--- config.mk ---
export PLATFORM = sky130hd
export DESIGN_NAME = hbt_bank
export DESIGN_NICKNAME = d
export VERILOG_FILES = /design/src/logic/hbt_pkg.sv /design/src/logic/hbt_bank.sv
export VERILOG_INCLUDE_DIRS = /design/src /design/src/logic
export SDC_FILE = /design/constraint.sdc
export NUM_CORES = 1
export LEC_CHECK = 0
export BUFFER_PORTS_ARGS = -buffer_cell sky130_fd_sc_hd__buf_2
export CAP_MARGIN = 20
export CORE_ASPECT_RATIO = 1.5
export CORE_UTILIZATION = 40
export DETAILED_ROUTE_END_ITERATION = 8
export GPL_ROUTABILITY_DRIVEN = 0
export HOLD_SLACK_MARGIN = 0.03
export PLACE_DENSITY = 0.7
export SYNTH_ARGS = -nofsm -noshare
export SYNTH_HDL_FRONTEND = slang
export SYNTH_SLANG_ARGS = --single-unit
--- constraint.sdc ---
create_clock -name sys_clk_i -period 2.3 [get_ports sys_clk_i]
set_clock_uncertainty 0.1 [all_clocks]
set_input_delay 0.23 -clock sys_clk_i [delete_from_list [all_inputs] [get_ports sys_clk_i]]
set_output_delay 0.23 -clock sys_clk_i [all_outputs]
set_load 0.02 [all_outputs]
--- src/logic/hbt_params.svh ---
`ifndef HBT_PARAMS_SVH
`define HBT_PARAMS_SVH

// register indices on the serial register port
`define HBT_ADDR_W            7
`define HBT_IDX_INIT_CHARGE   7'h1a
`define HBT_IDX_TURN_ON       7'h1b
`define HBT_IDX_TURN_OFF      7'h1c

// field positions
`define HBT_PDIS_MSB          15
`define HBT_PDIS_LSB          10
`define HBT_PCHG_MSB          9
`define HBT_PCHG_LSB          4
`define HBT_DLY_MSB           13
`define HBT_DLY_LSB           8
`define HBT_SEL_MSB           2
`define HBT_SEL_LSB           0

// reset values
`define HBT_RST_INIT_CHARGE   16'h3cd0
`define HBT_RST_TURN_ON       16'h0c00
`define HBT_RST_TURN_OFF      16'h0c00
`define HBT_RST_PDIS          6'h0f
`define HBT_RST_PCHG          6'h0d
`define HBT_RST_DLY           6'h0c
`define HBT_RST_SEL           3'h0

// selector codes
`define HBT_SEL_HB1           3'h0
`define HBT_SEL_HB2           3'h1
`define HBT_SEL_HB3           3'h2

// nominal delay step per code count, in picoseconds
`define HBT_DLY_STEP_PS       53300

`endif

--- src/logic/hbt_pkg.sv ---
package hbt_pkg;

  localparam int HBT_NUM_HB = 3;

  typedef logic [5:0]  hbt_code_t;
  typedef logic [2:0]  hbt_sel_t;
  typedef logic [15:0] hbt_word_t;
  typedef logic [6:0]  hbt_addr_t;

  typedef struct packed {
    hbt_code_t [HBT_NUM_HB-1:0] pdis;
    hbt_code_t [HBT_NUM_HB-1:0] pchg;
    hbt_code_t [HBT_NUM_HB-1:0] ton;
    hbt_code_t [HBT_NUM_HB-1:0] toff;
    hbt_sel_t                   init_sel;
    hbt_sel_t                   on_sel;
    hbt_sel_t                   off_sel;
    hbt_word_t                  rdata;
    logic                       rvalid;
    logic                       err;
  } hbt_state_t;

endpackage

--- src/logic/hbt_bank.sv ---
`timescale 1ns/10ps
`include "hbt_params.svh"
// What this block does
// - init selector 000/001/010 picks bridge one-three
// - predischarge code bits 15:10, default 001111
// - precharge code bits 9:4, default 001101
// - init register bit 3 reads zero
// - turn-on code bits 13:8, default 12
// - turn-on selector 000/001/010 picks bridge
// - turn-off code bits 13:8, default 12
// - turn-off selector 000/001/010 picks bridge
// - delay registers bits 15:14, 7:3 read zero
module hbt_bank (
  input  wire logic              sys_clk_i,
  input  wire logic              sys_rst_i,
  input  wire logic              clk_en_i,
  input  wire logic              soft_rst_i,
  input  wire logic              restart_i,
  input  wire hbt_pkg::hbt_addr_t reg_addr_i,
  input  wire logic              reg_wr_i,
  input  wire logic              reg_rd_i,
  input  wire hbt_pkg::hbt_word_t reg_wdata_i,
  output logic                   reg_rvalid_o,
  output hbt_pkg::hbt_word_t     reg_rdata_o,
  output logic                   reg_err_o,
  output hbt_pkg::hbt_code_t     hb1_predischarge_o,
  output hbt_pkg::hbt_code_t     hb2_predischarge_o,
  output hbt_pkg::hbt_code_t     hb3_predischarge_o,
  output hbt_pkg::hbt_code_t     hb1_precharge_o,
  output hbt_pkg::hbt_code_t     hb2_precharge_o,
  output hbt_pkg::hbt_code_t     hb3_precharge_o,
  output hbt_pkg::hbt_code_t     hb1_turn_on_o,
  output hbt_pkg::hbt_code_t     hb2_turn_on_o,
  output hbt_pkg::hbt_code_t     hb3_turn_on_o,
  output hbt_pkg::hbt_code_t     hb1_turn_off_o,
  output hbt_pkg::hbt_code_t     hb2_turn_off_o,
  output hbt_pkg::hbt_code_t     hb3_turn_off_o
);
  import hbt_pkg::*;

  hbt_state_t st_q;
  hbt_state_t st_d;
  hbt_code_t  pdis_w [HBT_NUM_HB];
  hbt_code_t  pchg_w [HBT_NUM_HB];
  hbt_code_t  ton_w  [HBT_NUM_HB];
  hbt_code_t  toff_w [HBT_NUM_HB];
  hbt_sel_t   wsel_w;
  hbt_word_t  init_img_w;
  hbt_word_t  on_img_w;
  hbt_word_t  off_img_w;
  logic [HBT_NUM_HB-1:0] init_we_w;
  logic [HBT_NUM_HB-1:0] on_we_w;
  logic [HBT_NUM_HB-1:0] off_we_w;

  // selector names a real bridge
  function automatic logic sel_ok(input hbt_sel_t sel);
    sel_ok = (sel == `HBT_SEL_HB1) || (sel == `HBT_SEL_HB2)
          || (sel == `HBT_SEL_HB3);
  endfunction

  // selector to bridge index
  function automatic logic [1:0] sel_idx(input hbt_sel_t sel);
    sel_idx = sel[1:0];
  endfunction

  // selector names bridge idx
  function automatic logic bank_hit(input hbt_sel_t sel, input int idx);
    bank_hit = sel_ok(sel) && (sel_idx(sel) == idx[1:0]);
  endfunction

  // field pickers for write data
  function automatic hbt_sel_t sel_field(input hbt_word_t w);
    sel_field = w[`HBT_SEL_MSB:`HBT_SEL_LSB];
  endfunction

  function automatic hbt_code_t pdis_field(input hbt_word_t w);
    pdis_field = w[`HBT_PDIS_MSB:`HBT_PDIS_LSB];
  endfunction

  function automatic hbt_code_t pchg_field(input hbt_word_t w);
    pchg_field = w[`HBT_PCHG_MSB:`HBT_PCHG_LSB];
  endfunction

  function automatic hbt_code_t dly_field(input hbt_word_t w);
    dly_field = w[`HBT_DLY_MSB:`HBT_DLY_LSB];
  endfunction

  // stored code of the selected bridge, zero for an invalid selector
  function automatic hbt_code_t bank_code(input hbt_code_t [HBT_NUM_HB-1:0] codes,
                                          input hbt_sel_t                   sel);
    bank_code = '0;
    for (int i = 0; i < HBT_NUM_HB; i++)
    begin
      if (bank_hit(sel, i))
      begin
        bank_code = codes[i];
      end
    end
  endfunction

  // index names one of the three registers
  function automatic logic reg_mapped(input hbt_addr_t addr);
    reg_mapped = (addr == `HBT_IDX_INIT_CHARGE) || (addr == `HBT_IDX_TURN_ON)
              || (addr == `HBT_IDX_TURN_OFF);
  endfunction

  // error flag of a taken access
  function automatic logic acc_err(input logic      wr,
                                   input hbt_addr_t addr,
                                   input hbt_sel_t  sel);
    acc_err = !reg_mapped(addr) || (wr && !sel_ok(sel));
  endfunction

  // init register read image, bit 3 held at zero
  function automatic hbt_word_t init_word(input hbt_code_t pdis,
                                          input hbt_code_t pchg,
                                          input hbt_sel_t  sel);
    hbt_word_t w;
    w                              = '0;
    w[`HBT_PDIS_MSB:`HBT_PDIS_LSB] = pdis;
    w[`HBT_PCHG_MSB:`HBT_PCHG_LSB] = pchg;
    w[`HBT_SEL_MSB:`HBT_SEL_LSB]   = sel;
    init_word                      = w;
  endfunction

  // delay register read image, reserved bits held at zero
  function automatic hbt_word_t dly_word(input hbt_code_t code, input hbt_sel_t sel);
    hbt_word_t w;
    w                            = '0;
    w[`HBT_DLY_MSB:`HBT_DLY_LSB] = code;
    w[`HBT_SEL_MSB:`HBT_SEL_LSB] = sel;
    dly_word                     = w;
  endfunction

  // restart image: selectors cleared, stored codes kept
  function automatic hbt_state_t restart_state(input hbt_state_t s);
    hbt_state_t r;
    r             = s;
    r.init_sel    = `HBT_RST_SEL;
    r.on_sel      = `HBT_RST_SEL;
    r.off_sel     = `HBT_RST_SEL;
    r.rvalid      = 1'b0;
    restart_state = r;
  endfunction

  // por / soft reset image
  function automatic hbt_state_t por_state();
    hbt_state_t s;
    s        = '0;
    for (int i = 0; i < HBT_NUM_HB; i++)
    begin
      s.pdis[i] = `HBT_RST_PDIS;
      s.pchg[i] = `HBT_RST_PCHG;
      s.ton[i]  = `HBT_RST_DLY;
      s.toff[i] = `HBT_RST_DLY;
    end
    s.init_sel = `HBT_RST_SEL;
    s.on_sel   = `HBT_RST_SEL;
    s.off_sel  = `HBT_RST_SEL;
    por_state  = s;
  endfunction

  always_comb
  begin
    hbt_word_t rd;
    rd          = '0;
    st_d        = st_q;
    st_d.rvalid = 1'b0;
    if (soft_rst_i)
    begin
      st_d = por_state();
    end
    else if (restart_i)
    begin
      st_d = restart_state(st_q);
    end
    else if (reg_wr_i)
    begin
      st_d.err = acc_err(1'b1, reg_addr_i, wsel_w);
      unique case (reg_addr_i)
        `HBT_IDX_INIT_CHARGE:
        begin
          st_d.init_sel = wsel_w;
          for (int i = 0; i < HBT_NUM_HB; i++)
          begin
            if (init_we_w[i])
            begin
              st_d.pdis[i] = pdis_field(reg_wdata_i);
              st_d.pchg[i] = pchg_field(reg_wdata_i);
            end
          end
        end

        `HBT_IDX_TURN_ON:
        begin
          st_d.on_sel = wsel_w;
          for (int i = 0; i < HBT_NUM_HB; i++)
          begin
            if (on_we_w[i])
            begin
              st_d.ton[i] = dly_field(reg_wdata_i);
            end
          end
        end

        `HBT_IDX_TURN_OFF:
        begin
          st_d.off_sel = wsel_w;
          for (int i = 0; i < HBT_NUM_HB; i++)
          begin
            if (off_we_w[i])
            begin
              st_d.toff[i] = dly_field(reg_wdata_i);
            end
          end
        end

        default:
        begin
          // unmapped index stores nothing
        end
      endcase
    end
    else if (reg_rd_i)
    begin
      st_d.rvalid = 1'b1;
      st_d.err    = acc_err(1'b0, reg_addr_i, wsel_w);
      unique case (reg_addr_i)
        `HBT_IDX_INIT_CHARGE:
        begin
          rd = init_img_w;
        end

        `HBT_IDX_TURN_ON:
        begin
          rd = on_img_w;
        end

        `HBT_IDX_TURN_OFF:
        begin
          rd = off_img_w;
        end

        default:
        begin
          rd = '0;
        end
      endcase
      st_d.rdata = rd;
    end
  end

  always_ff @(posedge sys_clk_i)
  begin
    if (sys_rst_i)
    begin
      st_q <= por_state();
    end
    else if (clk_en_i)
    begin
      st_q <= st_d;
    end
  end

  // per-bridge views of stored codes
  for (genvar g = 0; g < HBT_NUM_HB; g++)
  begin : g_hb
    assign pdis_w[g] = st_q.pdis[g];
    assign pchg_w[g] = st_q.pchg[g];
    assign ton_w[g]  = st_q.ton[g];
    assign toff_w[g] = st_q.toff[g];
  end

  // per-bridge write enables from the write selector
  assign wsel_w = sel_field(reg_wdata_i);
  for (genvar g = 0; g < HBT_NUM_HB; g++)
  begin : g_we
    assign init_we_w[g] = (reg_addr_i == `HBT_IDX_INIT_CHARGE)
                       && bank_hit(wsel_w, g);
    assign on_we_w[g]   = (reg_addr_i == `HBT_IDX_TURN_ON)
                       && bank_hit(wsel_w, g);
    assign off_we_w[g]  = (reg_addr_i == `HBT_IDX_TURN_OFF)
                       && bank_hit(wsel_w, g);
  end

  // read images of the three registers for the stored selectors
  assign init_img_w = init_word(bank_code(st_q.pdis, st_q.init_sel),
                                bank_code(st_q.pchg, st_q.init_sel),
                                st_q.init_sel);
  assign on_img_w   = dly_word(bank_code(st_q.ton, st_q.on_sel), st_q.on_sel);
  assign off_img_w  = dly_word(bank_code(st_q.toff, st_q.off_sel), st_q.off_sel);

  assign reg_rvalid_o       = st_q.rvalid;
  assign reg_rdata_o        = st_q.rdata;
  assign reg_err_o          = st_q.err;
  assign hb1_predischarge_o = pdis_w[0];
  assign hb2_predischarge_o = pdis_w[1];
  assign hb3_predischarge_o = pdis_w[2];
  assign hb1_precharge_o    = pchg_w[0];
  assign hb2_precharge_o    = pchg_w[1];
  assign hb3_precharge_o    = pchg_w[2];
  assign hb1_turn_on_o      = ton_w[0];
  assign hb2_turn_on_o      = ton_w[1];
  assign hb3_turn_on_o      = ton_w[2];
  assign hb1_turn_off_o     = toff_w[0];
  assign hb2_turn_off_o     = toff_w[1];
  assign hb3_turn_off_o     = toff_w[2];

endmodule

==> results of run 1 <==
path summary, 6_finish.rpt:
check | endpoint | slack [ps] | cells past startpoint
worst min-delay path | hb2_precharge_o[1] | 40 | 3
worst max register to register | reg_rdata_o[12] | 590 | 5
worst max-delay path | reg_rdata_o[12] | 590 | 5
worst min register to register | reg_rdata_o[13] | 370 | 2
kinds of logic after synthesis:
logic type / after synthesis / synth area share (%)
buf+inv: 37 / 4.359
compound gates: 132 / 17.65
flops: 98 / 41.18
mux: 62 / 13.03
other cells: 1 / 0.07871
simple gates: 194 / 23.71
layout make-up:
type	count	area, µm²
fillers	1111	5720
multi-input cells	389	2595
flip-flops and latches	98	1962
repair buffers	136	728.2
clock buffers	10	239.0
well taps	150	187.7
clock inverters	6	95.09
inverters	1	3.754
critical path, delay by kind of cell (launching register included):
family | cells | cell delay, ps
flops | 1 | 480
simple gates | 2 | 570
compound gates | 3 | 480
layout by cell type, fill, tap and decap left out, types with 2 or more instances in the layout:
cell,Yosys,final
buf_2,10,117
dfxtp_1,98,98
mux2i_1,62,62
nand2b_1,51,51
nor2_1,36,36
a21oi_1,35,35
nand2_1,33,33
o21ai_0,27,26
nand3_1,19,19
a22oi_1,19,19
buf_4,3,19
nor3_1,14,14
a211oi_1,14,14
o21ai_1,11,12
nor3_2,11,11
nor2_4,9,9
clkbuf_16,0,9
o21ai_2,6,6
nor2b_1,4,4
nand3b_1,4,4
a21o_1,4,4
nor3b_1,3,3
a31oi_1,3,3
and2_1,2,2
nor3b_2,2,2
a211oi_2,2,2
a21boi_2,2,2
a22o_1,2,2
inv_6,0,2
clkinv_4,0,2
bufinv_16,0,2
metrics by stage:
step                hold slack, ps  std cells  power (W)  worst slack, ps
finish                       43.27        790   0.003867            588.6
global route                 57.54        790   0.003989            500.1
CTS                          34.38        790   0.003883            598.1
detailed placement           355.8        774   0.002206            421.8
global placement             342.5        774   0.002196            512.9
floorplan                    260.4        524   0.002070            784.8
routing by layer:
layer / global-route usage (%) / vias to the layer above
met5: 0 / -
met1: 25.11 / 2050
li1: - / 2075
met3: 3.255 / 36
met4: 12.35 / 0
met2: 39.69 / 158
power breakdown:
part / leakage, nW / internal (W) / switching (W)
clock network: 0.164 / 0.000996 / 0.000703
registers: 0.794 / 0.00173 / 0.0000311
logic: 1.23 / 0.000145 / 0.000261
total: 2.19 / 0.00287 / 0.000995
==> reports/qor.csv, run 1 <==
metric,value,unit
rsz0062_at_grt,no,
grt_pass1_wl,21.49,mm
ys_seq_area_share,41.18,%
largest_reg_flops,15,
wl_met3,627,µm
crit_path_start,on_img_w[1],
max_stage_delay,480,ps
drtIter0Drc,256,
antenna_found_initial,0,
status,"complete, no violations",
r2r_start,on_img_w[1],
min-delay-start,reg_wdata_i[5],
top_layer,met4,
synth-edff-count,0,
met2_length,7.065,mm
port_buffers,117,
layout-drive-gt1-share,29.53,%
synth_commonest_cells,"dfxtp_1, mux2i_1, nand2b_1",
crit_required,2460,ps
cp_cell_sequence,nor2b_1 -> nand2_1 -> o21ai_0 -> a22oi_1 -> a211oi_1,
drtAntennaViolNets,0,
tns,0,ps
yosys_warnings,0,
design.die.area,12360,µm²
slew_headroom,53.26,%
die_w,91.11,µm
place_area,5477,µm²
ys.flop_type,dfxtp_1,
ys_ff_latch,98,
ys_types,45,
synthTopCellsByArea,"dfxtp_1, mux2i_1, nand2b_1, a21oi_1, a22oi_1",
wl_per_cell,17.22,µm
grt-ovfl-total,0,
num_rows,48,
synth_top_area_share,41.18,%
min_path_type,in -> reg,
cts_tree,yes,
pwr_density_cell,665.6,nW/µm²
cts_buffer_depth,2,
cts-buffers-inserted,9,
cp-start-kind,register,
initial_core_util,41.32,%
worst_pin_slew,699.8,ps
grtUsageTotal,22.16,%
coreArea,11530,µm²
drc,0,
vias,4319,
synth_top_area_cell,dfxtp_1,
layout.nets,665,
design.portCount,120,
antenna_cells,0,
path_clk_slew,70,ps
syn_nets,554,
dr.pass1.iters,4,
via_per_inst,5.467,
min_period,1711,ps
netlist_area,4765,µm²
grt_pass1_vias,4305,
setup_viol,0,
dp_hpwl,10.08,mm
synth_most_common_cell,dfxtp_1,
maxSlewViolCount,0,
fmax,584.3,MHz
postCtsSetupRepairBufs,0,
syn_avg_cell_area,9.093,µm²
fin_area,5811,µm²
areaGrowthSynthToFinish,21.95,%
clock_latency,350,ps
cap_viol_max_count,0,
synthCells,524,
crit_path_end_kind,register,
crit_arrival,1870,ps
min_period_over_period,74.41,%
die_y,135.7,µm
cts-root-buf,clkbuf_16,
postCtsHoldBufs,0,
wl_met1,5.444,mm
cts_max_level,3,
path_class,reg -> reg,
crit_fanout,10,
ir_drop,384.7,µV
power.leakage,2.192,nW
async_reset_ff_share,0,%
hold_viol_final,0,
totalWireLength,13.60,mm
cp_slowest_cell,dfxtp_1,
grt_max_degree,41,
cts_resized,0,
final_core_util,50.39,%
clock_sinks,98,
Power figures use the tool's default switching activity.
==> run 2: changes to the inputs <==
- PLACE_DENSITY: 0.7 -> 0.72
- clock period: 2.3 -> 1.5 ns (I/O delays scaled with it)
==> reports/qor.csv, run 2 (synthesis gave the netlist of run 1 again) <==
metric,value,unit
crit_fanout,14,
port_buffers,117,
drc,0,
cap_viol_max_count,0,
crit_cells,6,
crit_top_cell,a211oi_1,
path_buf_inv,1,
clock_latency,350,ps
layout.nets,713,
swShare,27.81,%
wl_per_cell,17.18,µm
die_w,91.11,µm
power.leakage,2.449,nW
grt-ovfl-total,0,
via_per_inst,5.403,
antenna_cells,0,
p_seq_share,47.2,%
rsz0062_at_grt,no,
grt_pass1_wl,22.63,mm
drtAntennaViolNets,0,
cts_buffer_depth,2,
final_core_util,54.55,%
cts-buffers-inserted,9,
num_rows,48,
vias,4528,
drtIter0Drc,260,
p_int,0.004133,W
p_total,0.005725,W
cp-start-kind,register,
path_class,reg -> reg,
largest_reg_flops,15,
coreArea,11530,µm²
die_y,135.7,µm
design.die.area,12360,µm²
tns,0,ps
r2r_start,init_img_w[1],
dp_worst_setup_slack,-155.5,ps
totalWireLength,14.40,mm
cp_cell_sequence,buf_12 -> nor2_1 -> a211oi_1 -> a21o_1 -> a22oi_1 -> a211oi_1,
crit_required,1670,ps
layout-drive-gt1-share,34.88,%
cts-root-buf,clkbuf_16,
design.portCount,120,
path_clk_slew,80,ps
min_period,1430,ps
maxSlewViolCount,0,
grt_max_degree,31,
clock_sinks,98,
pwr_density_cell,910.2,nW/µm²
power_frac_comb,12.9,%
grt_pass1_vias,4520,
cp_top_family,compound AO/OA/AOI/OAI gates,
antenna_found_initial,0,
p_clk_share,40.0,%
setup_viol,0,
crit_path_start,init_img_w[1],
max_stage_delay,400,ps
final_cell_mix,"buf_2, dfxtp_1, mux2i_1",
min_path_type,in -> reg,
dp_hpwl,10.77,mm
status,"complete, no violations",
worst_r2r_path_depth,6,
crit_arrival,1600,ps
cp-endpoint,reg_rdata_o[11],
min_path_cells,3,
fin_ws,70.15,ps
cts_max_level,3,
dr.pass1.iters,5,
r2r_slack,70,ps
cp_slowest_cell,dfxtp_4,
cts_tree,yes,
hold_viol_final,0,
ir_drop,690.2,µV
min_period_over_period,95.32,%
final_common_cell,buf_2,
fmax,699.4,MHz
postCtsSetupRepairBufs,0,
crit_path_end_kind,register,
initial_core_util,41.32,%
power.switching,0.001592,W
grtUsageTotal,23.52,%
timing.rr.end,reg_rdata_o[11],
areaGrowthSynthToFinish,32.01,%
-- run 2: worst reg2reg max path, delay by kind of cell, from the launching register on --
kind,cells,cell delay [ps]
buf+inv,1,160
simple gates,1,60
compound gates,4,650
flops,1,400
-- run 2: repair_timing --
| item | in CTS | in global routing |
|---|---|---|
| resized for setup | 2 | 12 |
| endpoints found under the hold margin | 16 | 0 |
| hold buffers | 6 | 0 |
| endpoints found under the setup margin | 4 | 8 |
| pin swaps | 0 | 5 |
-- run 2: worst min path at each step --
stage	from	endpoint	slack, ps
after floorplan	reg_wdata_i[0]	init_img_w[0]	180
after global placement	reg_wdata_i[14]	hb2_predischarge_o[4]	310
after detailed placement	reg_wdata_i[14]	hb1_predischarge_o[4]	320
after CTS	reg_wdata_i[7]	hb2_precharge_o[3]	40
after global routing	reg_wdata_i[4]	hb2_precharge_o[0]	60
final	reg_wdata_i[7]	hb2_precharge_o[3]	50
-- run 2: per-layer routing --
layer / track usage [%] / wire [µm]
met1: 26.13 / 5744
met2: 43.56 / 7563
met3: 4.882 / 716
met4: 9.171 / 372
met5: 0 / 0
-- run 2: area by class of cell --
class	instances	area, µm²
Clock buffer	9	225.2
Clock inverter	7	67.56
Fill cell	1097	5241
Inverter	1	3.754
Multi-Input combinational cell	389	2628
Sequential cell	98	1971
Tap cell	150	187.7
Timing Repair Buffer	184	1207
-- run 2: power groups by stage --
stage	sequential, W	clock [W]	combinational, W
2_1_floorplan	0.00281	0	0.000364
3_3_place_gp	0.00276	0	0.000697
3_5_place_dp	0.00276	0	0.000711
4_1_cts	0.00270	0.00233	0.000728
5_1_grt	0.00271	0.00243	0.000783
6_report	0.00270	0.00229	0.000736
-- run 2: per-stage QoR --
stage / std cells / instance area [µm²] / hold WS (ps)
after global placement: 816 / 5892 / 306.4
after floorplan: 524 / 4765 / 180.4
after detailed placement: 816 / 5892 / 316.7
after CTS: 838 / 6251 / 38.46
final: 838 / 6290 / 47.10
after global routing: 838 / 6290 / 56.86
==> run 3: changes to the inputs <==
- BUFFER_PORTS_ARGS: -buffer_cell sky130_fd_sc_hd__buf_2 -> -buffer_cell sky130_fd_sc_hd__buf_4
==> reports/qor.csv, run 3 (synthesis gave the netlist of run 1 again) <==
metric,value,unit
antenna_found_initial,0,
num_rows,48,
clock_latency,350,ps
grtUsageTotal,23.49,%
dp_hpwl,10.62,mm
worst_r2r_path_depth,6,
cts_buffer_depth,2,
min-delay-start,reg_wdata_i[12],
drc,0,
die_y,135.7,µm
final_core_util,56.36,%
cp-start-kind,register,
via_per_inst,5.395,
r2r_slack,30,ps
hold_viol_final,0,
fmax,679.8,MHz
cts-buffers-inserted,9,
path_class,reg -> reg,
p_clk_share,40.6,%
totalWireLength,14.19,mm
antenna_cells,0,
path_clk_slew,70,ps
final_cell_mix,"buf_4, dfxtp_1, mux2i_1",
cp_cell_sequence,buf_4 -> nor2_1 -> a211oi_2 -> a21o_1 -> a22oi_1 -> a211oi_1,
p_int,0.004308,W
status,"complete, no violations",
power_frac_comb,13.0,%
wl_per_cell,17.10,µm
largest_reg_flops,15,
drtIter0Drc,228,
min_period,1471,ps
cts_max_level,3,
coreArea,11530,µm²
min_path_type,in -> reg,
cts_tree,yes,
cts-root-buf,clkbuf_16,
drtAntennaViolNets,0,
initial_core_util,41.32,%
met2_length,7.522,mm
clock_sinks,98,
timing.rr.end,reg_rdata_o[11],
vias,4478,
wl_met1,5.497,mm
layout.nets,705,
pwr_density_cell,896.3,nW/µm²
crit_fanout,8,
max_stage_delay,400,ps
power.switching,0.001517,W
crit_path_end_kind,register,
cap_viol_max_count,0,
grt-ovfl-total,0,
hold_end,hb2_predischarge_o[2],
setup_viol,0,
grt_pass1_vias,4591,
swShare,26.05,%
die_w,91.11,µm
areaGrowthSynthToFinish,36.40,%
path_buf_inv,1,
cp_top_family,compound AO/OA/AOI/OAI gates,
cp_slowest_cell,dfxtp_2,
dr.pass1.iters,5,
design.portCount,120,
p_seq_share,46.5,%
dp_cells,806,
final_cells,830,
min_period_over_period,98.06,%
grt_pass1_wl,22.92,mm
grt_max_degree,46,
maxSlewViolCount,0,
wl_met3,730,µm
fin_hold_ws,34.91,ps
top_layer,met4,
ir_drop,548.7,µV
crit_arrival,1640,ps
layout-drive-gt1-share,33.38,%
min_path_cells,3,
r2r_start,init_img_w[1],
design.die.area,12360,µm²
crit_required,1670,ps
port_buffers,117,
rsz0062_at_grt,yes,
final_common_cell,buf_4,
power.leakage,2.473,nW
run 3: cell types whose count changed in the layout (fill, tap and decap cells not counted), moves of 2 or more:
cell,delta
buf_4,+110
buf_2,-117
dlygate4sd3_1,+2
buf_12,-2
inv_8,-2
run 3: worst max-delay path by stage:
stage	start	cells past startpoint	slack [ps]	end
floorplan	init_img_w[1]	6	30	reg_rdata_o[9]
global placement	reg_addr_i[6]	6	-110	hb1_turn_on_o[2]
finish	init_img_w[1]	6	30	reg_rdata_o[11]
CTS	init_img_w[2]	6	10	reg_rdata_o[13]
detailed placement	reg_addr_i[6]	6	-160	hb3_turn_on_o[0]
global route	init_img_w[1]	6	-80	reg_rdata_o[9]
run 3: per-layer routing:
metal	vias to the layer above	track usage [%]
met1	2132	26.25
met2	160	42.42
met3	29	4.826
li1	2157	-
met4	0	11.11
met5	-	0
run 3: timing repair:
item | in CTS | in global routing
endpoints found under the hold margin | 18 | 0
endpoints found under the setup margin | 6 | 6
pin swaps | 0 | 1
hold buffers | 8 | 0
gates resized for setup | 3 | 7
buffers inserted | 0 | 0
run 3: final cells by class:
cell class / instances / area [µm²]
clock buffers: 10 / 229.0
flip-flops and latches: 98 / 1968
repair buffers: 176 / 1416
multi-input cells: 389 / 2620
inverters: 1 / 3.754
well taps: 150 / 187.7
clock inverters: 6 / 73.82
fillers: 1013 / 5032
run 3: per-stage QoR:
step | total power, W | setup slack [ps] | setup TNS, ps | cell area [µm²]
2_1_floorplan | 0.003173 | 29.69 | 0 | 4765
5_1_grt | 0.006035 | -80.21 | -245.5 | 6499
3_5_place_dp | 0.003497 | -160.2 | -6818 | 6085
3_3_place_gp | 0.003481 | -108.0 | -4292 | 6085
4_1_cts | 0.005846 | 9.898 | 0 | 6475
6_report | 0.005825 | 29.06 | 0 | 6499
run 3: power by group through the flow:
stage | clock [W] | combinational, W | sequential [W]
5_1_grt | 0.00251 | 0.000809 | 0.00271
6_report | 0.00236 | 0.000757 | 0.00271
4_1_cts | 0.00239 | 0.000752 | 0.00271
2_1_floorplan | 0 | 0.000364 | 0.00281
3_5_place_dp | 0 | 0.000731 | 0.00277
3_3_place_gp | 0 | 0.000718 | 0.00276
run 3: tightest hold or removal path, delay by kind of cell:
| kind | cells | cell delay (ps) |
|---|---|---|
| AO/OA/AOI/OAI | 2 | 200 |
| buffers and inverters | 1 | 90 |
